$ cat src/ifs_defines.vh
// Constants for the internal oscillator frequency select and clock switch block
`ifndef IFS_DEFINES_VH
`define IFS_DEFINES_VH
// Register byte addresses
`define IFS_ADDR_CTRL        8'h00
`define IFS_ADDR_STAT        8'h04
// Control register field positions
`define IFS_CTRL_CONFIG_PLL_ENABLE_BIT   7
`define IFS_CTRL_FSEL_HI     6
`define IFS_CTRL_FSEL_LO     3
`define IFS_CTRL_SCS_HI      1
`define IFS_CTRL_SCS_LO      0
// Reset values
`define IFS_FSEL_RESET       4'h7
`define IFS_SCS_RESET        2'h0
// Status register field positions
`define IFS_STAT_PLL_READY_FLAG_BIT    6
`define IFS_STAT_CFG_BIT     5
`define IFS_STAT_HF_BIT      4
`define IFS_STAT_MF_BIT      2
`define IFS_STAT_LF_BIT      1
// Source codes
`define IFS_SRC_HF           2'h0
`define IFS_SRC_MF           2'h1
`define IFS_SRC_LF           2'h2
// Times in ns and their cycle counts at 125 MHz (8 ns), rounded up
`define IFS_CLK_NS           8
`define IFS_STARTUP_NS       2000
`define IFS_STARTUP_CYC      ((`IFS_STARTUP_NS + `IFS_CLK_NS - 1) / `IFS_CLK_NS)
`define IFS_LOCK_NS          2000000
`define IFS_LOCK_CYC         ((`IFS_LOCK_NS + `IFS_CLK_NS - 1) / `IFS_CLK_NS)
`define IFS_WARM_CYC         250
`endif

$ cat src/ifs_clock_switch.v
// Internal oscillator frequency select, source select and glitch-free switch
//
// Decided for this implementation: the placing of the registers and register access over Wishbone.
`timescale 1ns/100ps
`include "ifs_defines.vh"

// Behaviour
// - Codes 1111..1011 give 16..1 MHz high osc
// - Reset loads frequency select with 0111
// - Codes 1010,1001,1000,0011 duplicate from high osc
// - Codes 0110,0101,0100 from medium postscaler
// - 0010 medium 31.25k; 000x low osc
// - 16 MHz halved, 8 MHz direct into PLL
// - 32 MHz needs cfg 00, scs 00, 1111/1110, enable
// - Config PLL enable forces PLL, ignores soft bit
// - Otherwise soft bit turns PLL on/off
// - No PLL while system clock select is 1x
// - Scs 00 config source, 1x/01 internal block
// - Reset clears system clock select
// - Start osc, wait fall, hold low, wait rise
// - Same oscillator source needs no start-up delay
// - Status shows oscillators running after switch
// - Wake from sleep needs warm-up delay
// - Control bits: pll 7, fsel 6:3, scs 1:0
// - Pll ready flag read-only in status
// - Config select 00 makes internal block default
module ifs_clock_switch #(
   parameter LOCK_CYC = `IFS_LOCK_CYC     // PLL lock wait in cycles
) (
   input  wire        CLK,
   input  wire        RST,
   input  wire        WB_CYC_I,
   input  wire        WB_STB_I,
   input  wire        WB_WE_I,
   input  wire [7:0]  WB_ADR_I,
   input  wire [3:0]  WB_SEL_I,
   input  wire [31:0] WB_DAT_I,
   output reg  [31:0] WB_DAT_O,
   output reg         WB_ACK_O,
   input  wire [1:0]  CFG_OSC_SEL,        // Configuration oscillator select
   input  wire        CFG_PLL_ENABLE,     // Configuration PLL enable
   input  wire        SLEEP,              // Device asleep
   input  wire        HF_OSC_CLK,         // 16 MHz high-freq oscillator (pin)
   input  wire        MF_OSC_CLK,         // 500 kHz medium oscillator (pin)
   input  wire        LF_OSC_CLK,         // 31 kHz low oscillator (pin)
   input  wire        EXT_CLK,            // External clock input (pin)
   output reg         HF_OSC_EN,          // High osc enable
   output reg         MF_OSC_EN,          // Medium osc enable
   output reg         LF_OSC_EN,          // Low osc enable
   output reg         PLL_ACTIVE,         // 4x PLL path on the system clock
   output reg  [3:0]  FREQ_SEL,           // Effective postscaler code
   output reg  [1:0]  SOURCE,             // Effective oscillator source
   output reg         USE_CONFIG_SRC,     // Config-defined source selected
   output reg         SYS_CLK             // Gated system clock
);

   ////////////////////////////////////////////////////////////////////////
   // State codes, one-hot
   localparam ST_IDLE  = 5'b00001;        // Stable running
   localparam ST_START = 5'b00010;        // Oscillator start-up delay
   localparam ST_FALL  = 5'b00100;        // Wait old clock falling edge
   localparam ST_RISE  = 5'b01000;        // Held low, wait new rising edge
   localparam ST_WARM  = 5'b10000;        // Wake warm-up delay

   // Counter end points, cut to the 21-bit counter width on purpose
   localparam integer START_I   = `IFS_STARTUP_CYC - 1;   // Last start-up count
   localparam integer WARM_I    = `IFS_WARM_CYC - 1;      // Last warm-up count
   localparam integer LOCK_I    = LOCK_CYC - 1;           // Last lock count
   localparam [20:0]  START_LIM = START_I[20:0];          // Start-up end
   localparam [20:0]  WARM_LIM  = WARM_I[20:0];           // Warm-up end
   localparam [20:0]  LOCK_LIM  = LOCK_I[20:0];           // Lock end

   // Map a frequency code to its oscillator source
   function [1:0] src_of;
      input [3:0] code;
      begin
         if (code[3] || code == 4'h3)
            src_of = `IFS_SRC_HF;
         else if (code[3:1] == 3'h0)
            src_of = `IFS_SRC_LF;
         else
            src_of = `IFS_SRC_MF;
      end
   endfunction

   // Select one clock level by source
   function clk_of;
      input [1:0] s;
      input       h;
      input       m;
      input       l;
      begin
         if (s == `IFS_SRC_HF)
            clk_of = h;
         else if (s == `IFS_SRC_MF)
            clk_of = m;
         else
            clk_of = l;
      end
   endfunction

   ////////////////////////////////////////////////////////////////////////
   // Registers and state
   reg         soft_pll_enable;            // Control bit 7
   reg  [3:0]  internal_freq_select;       // Control bits 6:3
   reg  [1:0]  system_clock_select;        // Control bits 1:0
   reg  [4:0]  state;                      // Switch state
   reg  [20:0] dly;                        // Delay counter
   reg  [20:0] lock_cnt;                   // PLL lock counter
   reg         pll_ready_flag;             // PLL ready
   reg  [3:0]  hf_s, mf_s, lf_s, ex_s;     // Two-stage synchronisers
   reg         old_clk_d, new_clk_d;       // Edge history
   reg         sleep_d;                    // Sleep history
   reg  [1:0]  tgt_src;                    // Source being switched to
   reg  [3:0]  tgt_code;                   // Code being switched to
   wire        hf_c = hf_s[1];
   wire        mf_c = mf_s[1];
   wire        lf_c = lf_s[1];
   wire        ex_c = ex_s[1];
   wire        wb_req = WB_CYC_I & WB_STB_I & ~WB_ACK_O;
   // Writes land at the edge that sees ack high, while the master still
   // holds address and data; read data is launched one edge earlier
   wire        wr_ctrl = WB_CYC_I & WB_STB_I & WB_ACK_O & WB_WE_I & WB_SEL_I[0] &
                         (WB_ADR_I == `IFS_ADDR_CTRL);
   wire        cfg_int = (CFG_OSC_SEL == 2'h0);
   wire        use_int = system_clock_select != 2'h0;
   wire        pll_on  = CFG_PLL_ENABLE | soft_pll_enable;
   // Lock only counts once the 8/16 MHz setting has really taken over;
   // a pending switch from a slow code must finish first
   wire        pll_req = cfg_int & ~use_int & pll_on &
                         (internal_freq_select[3:1] == 3'h7) &
                         (FREQ_SEL[3:1] == 3'h7);
   wire [1:0]  want_src = src_of(internal_freq_select);
   wire        cur_clk = clk_of(SOURCE, hf_c, mf_c, lf_c);
   wire        new_clk = clk_of(tgt_src, hf_c, mf_c, lf_c);
   wire        new_on  = (tgt_src == `IFS_SRC_HF) ? HF_OSC_EN :
                         (tgt_src == `IFS_SRC_MF) ? MF_OSC_EN : LF_OSC_EN;

   ////////////////////////////////////////////////////////////////////////
   // Pin clock synchronisers
   // Only the second stage is read; upper bits stay zero
   // Pin clocks must run below half the bus clock to be seen
   always @(posedge CLK or posedge RST) begin
      if (RST) begin
         hf_s <= 4'h0;
         mf_s <= 4'h0;
         lf_s <= 4'h0;
         ex_s <= 4'h0;
      end else begin
         hf_s <= {2'h0, hf_s[0], HF_OSC_CLK};
         mf_s <= {2'h0, mf_s[0], MF_OSC_CLK};
         lf_s <= {2'h0, lf_s[0], LF_OSC_CLK};
         ex_s <= {2'h0, ex_s[0], EXT_CLK};
      end
   end

   ////////////////////////////////////////////////////////////////////////
   // Control register and Wishbone answer
   always @(posedge CLK or posedge RST) begin
      if (RST) begin
         soft_pll_enable      <= 1'b0;
         internal_freq_select <= `IFS_FSEL_RESET;
         system_clock_select  <= `IFS_SCS_RESET;
         WB_ACK_O             <= 1'b0;
         WB_DAT_O             <= 32'h0000_0000;
      end else begin
         WB_ACK_O <= wb_req;
         if (wr_ctrl) begin
            soft_pll_enable      <= WB_DAT_I[`IFS_CTRL_CONFIG_PLL_ENABLE_BIT];
            internal_freq_select <= WB_DAT_I[`IFS_CTRL_FSEL_HI:`IFS_CTRL_FSEL_LO];
            system_clock_select  <= WB_DAT_I[`IFS_CTRL_SCS_HI:`IFS_CTRL_SCS_LO];
         end
         // Read data; control bit 2, status bits 7, 3 and 0, and upper bits read zero
         if (wb_req && WB_ADR_I == `IFS_ADDR_CTRL)
            WB_DAT_O <= {24'h00_0000, soft_pll_enable, internal_freq_select,
                         1'b0, system_clock_select};
         else if (wb_req && WB_ADR_I == `IFS_ADDR_STAT)
            WB_DAT_O <= {24'h00_0000, 1'b0, pll_ready_flag, USE_CONFIG_SRC,
                         HF_OSC_EN & (state == ST_IDLE), 1'b0,
                         MF_OSC_EN & (state == ST_IDLE),
                         LF_OSC_EN & (state == ST_IDLE), 1'b0};
         else
            WB_DAT_O <= 32'h0000_0000;
      end
   end

   ////////////////////////////////////////////////////////////////////////
   // PLL lock counter and ready flag
   // Any break in the request restarts the lock wait from zero,
   // so the ready flag never reports a half-locked loop
   always @(posedge CLK or posedge RST) begin
      if (RST) begin
         lock_cnt       <= 21'h00_0000;
         pll_ready_flag <= 1'b0;
         PLL_ACTIVE     <= 1'b0;
      end else if (!pll_req || SLEEP) begin
         lock_cnt       <= 21'h00_0000;
         pll_ready_flag <= 1'b0;
         PLL_ACTIVE     <= 1'b0;
      end else if (lock_cnt >= LOCK_LIM) begin
         pll_ready_flag <= 1'b1;
         PLL_ACTIVE     <= 1'b1;
      end else begin
         lock_cnt <= lock_cnt + 21'h1;
      end
   end

   ////////////////////////////////////////////////////////////////////////
   // Switch sequencer
   always @(posedge CLK or posedge RST) begin
      if (RST) begin
         state     <= ST_IDLE;
         dly       <= 21'h00_0000;
         SOURCE    <= `IFS_SRC_MF;
         FREQ_SEL  <= `IFS_FSEL_RESET;
         tgt_src   <= `IFS_SRC_MF;
         tgt_code  <= `IFS_FSEL_RESET;
         HF_OSC_EN <= 1'b0;
         MF_OSC_EN <= 1'b1;
         LF_OSC_EN <= 1'b0;
         old_clk_d <= 1'b0;
         new_clk_d <= 1'b0;
         sleep_d   <= 1'b0;
      end else begin
         old_clk_d <= cur_clk;
         new_clk_d <= new_clk;
         sleep_d   <= SLEEP;
         case (state)
            ST_IDLE: begin
               // Wake has priority; a code change waits for the
               // warm-up to finish and is picked up afterwards
               if (sleep_d && !SLEEP) begin
                  dly   <= 21'h00_0000;
                  state <= ST_WARM;
               end else if (internal_freq_select != FREQ_SEL) begin
                  tgt_code <= internal_freq_select;
                  tgt_src  <= want_src;
                  dly      <= 21'h00_0000;
                  if (want_src == SOURCE)
                     state <= ST_FALL;
                  else
                     state <= ST_START;
               end
            end
            ST_START: begin
               if (tgt_src == `IFS_SRC_HF)
                  HF_OSC_EN <= 1'b1;
               else if (tgt_src == `IFS_SRC_MF)
                  MF_OSC_EN <= 1'b1;
               else
                  LF_OSC_EN <= 1'b1;
               // Start-up time only counts once the enable is out,
               // so the first cycle of the request is not counted
               if (!new_on)
                  dly <= 21'h00_0000;
               else if (dly >= START_LIM)
                  state <= ST_FALL;
               else
                  dly <= dly + 21'h1;
            end
            ST_FALL: begin
               // Leaving on a falling edge avoids a runt high pulse
               if (old_clk_d && !cur_clk)
                  state <= ST_RISE;
            end
            ST_RISE: begin
               // Output held low here; the new clock takes over on
               // its own rising edge, with enables and status switching on that same edge
               if (!new_clk_d && new_clk) begin
                  SOURCE    <= tgt_src;
                  FREQ_SEL  <= tgt_code;
                  HF_OSC_EN <= (tgt_src == `IFS_SRC_HF);
                  MF_OSC_EN <= (tgt_src == `IFS_SRC_MF);
                  LF_OSC_EN <= (tgt_src == `IFS_SRC_LF);
                  state     <= ST_IDLE;
               end
            end
            ST_WARM: begin
               if (dly >= WARM_LIM)
                  state <= ST_IDLE;
               else
                  dly <= dly + 21'h1;
            end
            default: state <= ST_IDLE;
         endcase
      end
   end

   ////////////////////////////////////////////////////////////////////////
   // Output clock gating: low while asleep, warming or waiting the new rising edge
   always @(posedge CLK or posedge RST) begin
      if (RST) begin
         SYS_CLK        <= 1'b0;
         USE_CONFIG_SRC <= 1'b1;
      end else begin
         USE_CONFIG_SRC <= ~use_int & ~cfg_int;
         // The wake cycle itself is still held low, before warm-up starts
         // Hazard: without it one stray pulse leaks out on wake
         if (SLEEP || sleep_d || state == ST_WARM || state == ST_RISE)
            SYS_CLK <= 1'b0;
         else if (~use_int & ~cfg_int)
            SYS_CLK <= ex_c;
         else
            SYS_CLK <= cur_clk;
      end
   end

endmodule

$ cat config.mk
export PLATFORM = sky130hd
export DESIGN_NAME = ifs_clock_switch
export DESIGN_NICKNAME = d
export VERILOG_FILES = /design/src/ifs_clock_switch.v
export VERILOG_INCLUDE_DIRS = /design/src
export SDC_FILE = /design/constraint.sdc
export NUM_CORES = 1
export LEC_CHECK = 0
export BUFFER_PORTS_ARGS = -buffer_cell sky130_fd_sc_hd__buf_2
export CORE_UTILIZATION = 50
export CTS_CLUSTER_SIZE = 8
export DETAILED_ROUTE_END_ITERATION = 12
export PLACE_DENSITY = 0.74
export SYNTH_ARGS = -nofsm -noshare
export SYNTH_HDL_FRONTEND = slang
export SYNTH_SLANG_ARGS = --single-unit
$ cat constraint.sdc
create_clock -name CLK -period 3.45 [get_ports CLK]
set_input_delay 0.1725 -clock CLK [delete_from_list [all_inputs] [get_ports CLK]]
set_output_delay 0.1725 -clock CLK [all_outputs]
set_load 0.005 [all_outputs]
==> flow_metrics.env <==
export IMPL_peakVddDrop_mv=0.273
export IMPL_max_slew_margin_rel_pct=19.4
export IMPL_synth_edff_count=0
export IMPL_synthMuxAreaShare_pct=6.33
export IMPL_cts_tree="done"
export IMPL_max_clock_freq_mhz=392
export IMPL_num_fill_cells=744
export IMPL_pin_count=102
export IMPL_nets=520
export IMPL_hold_end="WB_ACK_O$_DFF_PP0_"
export IMPL_fin_crit_sh_pct=73.9
export IMPL_drt_total_wl_um=8530
export IMPL_io_buffer_count=49
export IMPL_synthSimpleGateAreaFrac_pct=19.1
export IMPL_synthArstFlopShare_pct=100
export IMPL_hp_class="in -> reg"
export IMPL_worst_setup_path_type="reg -> reg"
export IMPL_rsz0062_at_grt="no"
export IMPL_hold_start="WB_STB_I"
export IMPL_cp_end_kind="register"
export IMPL_n_antenna_cell=0
export IMPL_design_die_area_mm2=0.00936
export IMPL_tightest_slew_ns=1.20
export IMPL_num_rows=34
export IMPL_synth_ff_type="dfrtp_1"
export IMPL_cts_sinks=92
export IMPL_wl_per_cell_um=14.9
export IMPL_p_leak_nw=2.27
export IMPL_cts_root_buf="clkbuf_8"
export IMPL_rr_worst_depth=6
export IMPL_syn_area_per_cell_um2=10.9
export IMPL_drc=0
export IMPL_setup_ws_ns=0.899
export IMPL_ctsLongestPathBuffers=2
export IMPL_synth_compound_area_share_pct=11.8
export IMPL_final_common_cell="dfrtp_1"
export IMPL_cts_hold_buf=6
export IMPL_antenna_found_initial=0
export IMPL_cpMaxStageDelayCell="a21oi_1"
export IMPL_critPathRequiredTime_ns=3.70
export IMPL_r2r_setup_slack_ns=0.90
export IMPL_seq_area_mm2=0.00232
export IMPL_die_x_um=96.7
export IMPL_num_vias=3218
export IMPL_core_area_mm2=0.00872
export IMPL_cts_reportedPaths_clkPinSlew_ns=0.10
export IMPL_grt_use_total_pct=19.7
export IMPL_p_int_mw=1.62
export IMPL_yosysWarnings=0
export IMPL_synthXorXnorAreaFrac_pct=1.95
export IMPL_multi_input_area_mm2=0.00190
export IMPL_syn_inst=410
export IMPL_stdcell_area_mm2=0.00492
export IMPL_p_per_area_mw_per_mm2=473
export IMPL_r2r_start="tgt_src[0]$_DFFE_PP1P_"
export IMPL_gp_congestion=0.883
export IMPL_cp_arrival_ns=2.80
export IMPL_htree_levels=3
export IMPL_fin_setup_tns_ns=0
export IMPL_cts_buffers=9
export IMPL_max_stage_delay_ns=0.73
export IMPL_dp_hpwl_um=6050
export IMPL_p_clk_share_pct=29.1
export IMPL_switchingPower_uw=710
export IMPL_ant_nets=0
export IMPL_synth_seq_cells=92
export IMPL_min_period_ns=2.55
export IMPL_synthesis_area_mm2=0.00449
export IMPL_cts_setup_buffers=0
export IMPL_placed_area_mm2=0.00468
export IMPL_drive_above_1_share_pct=23.2
export IMPL_drv_cap=0
export IMPL_synth_seq_area_share_pct=51.7
export IMPL_dr_pass1_iters=4
export IMPL_pwr_share_comb_pct=18.8
export IMPL_grt_pass1_wl_um=14900
export IMPL_hold_path_cell_count=3
export IMPL_synthAdderAreaFrac_pct=0.837
export IMPL_yosysUniqueCellTypes=63
export IMPL_overflow=0
export IMPL_run_status="complete, no violations"
export IMPL_grt_pass1_vias=3138
export IMPL_r2r_end="dly[17]$_DFFE_PP0P_"
export IMPL_crit_fanout=14
export IMPL_syn_to_final_growth_pct=9.70
export IMPL_via_per_inst=5.62
export IMPL_power_frac_seq_pct=52.1
export IMPL_fin_skew_ns=0.0146
export IMPL_setup_viol=0
export IMPL_netSwitchingFraction_pct=30.5
export IMPL_detail_route_iter0_violations=142
export IMPL_maxSlewViolCount=0
export IMPL_mostFrequentLayoutCells="78 x dfrtp_1, 49 x buf_2, 24 x conb_1"
export IMPL_hold_ws_ns=0.0114
export IMPL_initial_core_util_pct=51.4
export IMPL_cts_resized=0
export IMPL_die_y_um=96.7
export IMPL_critPathLaunchType="register"
export IMPL_pre_cts_slack_ns=0.875
export IMPL_grt_max_degree=46
export IMPL_clkLatencyLatePin_ns=0.37
export IMPL_hold_violations=0
export IMPL_cp_cell_sequence="mux2_1 -> o2111ai_1 -> a2111oi_1 -> buf_4 -> a21oi_1 -> and2b_1"
export IMPL_synth_top_family_by_area="simple AND/OR/NAND/NOR gates"
[critical path, delay by kind of cell, from the launching register on]
kind | cells | cell delay (ns)
buf+inv | 1 | 0.18
flops | 1 | 0.60
mux | 1 | 0.35
compound gates | 3 | 1.04
simple gates | 1 | 0.27
[how the worst max path moves through the flow]
stage | startpoint | endpoint | slack (ns) | cells past startpoint
after floorplan | RST | FREQ_SEL[3]$_DFFE_PP0P_ | 0.91 | 1
after detailed placement | tgt_src[0]$_DFFE_PP1P_ | dly[18]$_DFFE_PP0P_ | 0.88 | 6
after global routing | state[4]$_DFFE_PP0P_ | dly[18]$_DFFE_PP0P_ | 0.63 | 5
after CTS | tgt_src[0]$_DFFE_PP1P_ | dly[17]$_DFFE_PP0P_ | 0.85 | 6
after global placement | tgt_src[0]$_DFFE_PP1P_ | dly[17]$_DFFE_PP0P_ | 0.92 | 6
final | tgt_src[0]$_DFFE_PP1P_ | dly[17]$_DFFE_PP0P_ | 0.90 | 6
[synth_stat cells, types with 7 or more instances]
cell	count	area share [%]
dfrtp_1	78	44
buf_4	27	4.5
nand2_1	19	1.6
nor2_1	19	1.6
a21oi_1	18	2.0
mux2_2	15	3.8
dfstp_2	14	8.2
o31ai_1	14	2.3
inv_1	13	1.1
nand3_1	13	1.5
nor2b_1	13	1.8
or4_1	13	2.2
nor3_1	12	1.3
o21ai_0	11	1.2
nand4_1	9	1.3
nor4_1	8	1.1
and2_1	7	0.98
buf_2	7	0.78
mux2i_1	7	1.6
[per-stage QoR]
stage                     utilization (%)  total power [mW]  std cells
after floorplan                         -              1.59        433
after global placement               53.6              1.65        551
after detailed placement             53.6              1.67        551
after CTS                            56.4              2.35        573
after global routing                 56.4              2.47        573
final                                56.4              2.33        573
[cell type report]
class / count / area share, %
clock inverter: 6 / 0.941
timing repair buffer: 59 / 6.81
sequential: 92 / 47.1
multi-input combinational: 285 / 38.6
inverter: 13 / 1.02
tap: 108 / 2.75
clock buffer: 10 / 2.80
[sequential cells by signal, summed over array words and instances (netlist names), 2 cells and up]
register / count
dly: 21
lock_cnt: 21
WB_DAT_O: 8
state: 5
FREQ_SEL: 4
internal_freq_select: 4
tgt_code: 4
SOURCE: 2
ex_s: 2
hf_s: 2
lf_s: 2
mf_s: 2
system_clock_select: 2
tgt_src: 2
[kinds of logic (layout without fill, tap and decap cells)]
logic type      after synthesis  in the layout
mux                          26             26
compound gates               75             75
fa+ha+maj                     3              3
other cells                   1             24
flops                        92             92
buf+inv                      56             88
simple gates                147            147
xor+xnor                     10             10
[metal layers]
layer | routed length [um] | part of all wire, % | track usage, %
met3 | 346 | 4.1 | 4.34
met1 | 3890 | 46 | 26.7
met2 | 4200 | 49 | 31.6
met5 | 0 | 0 | 0
met4 | 103 | 1.2 | 5.97
[power groups by stage]
stage / registers (mW) / logic (mW) / clock network, mW
after floorplan: 1.20 / 0.389 / 0
after global placement: 1.23 / 0.422 / 0
after detailed placement: 1.23 / 0.437 / 0
after CTS: 1.21 / 0.443 / 0.697
after global routing: 1.22 / 0.504 / 0.747
final: 1.21 / 0.437 / 0.678
(Power assumes the default switching activity.)
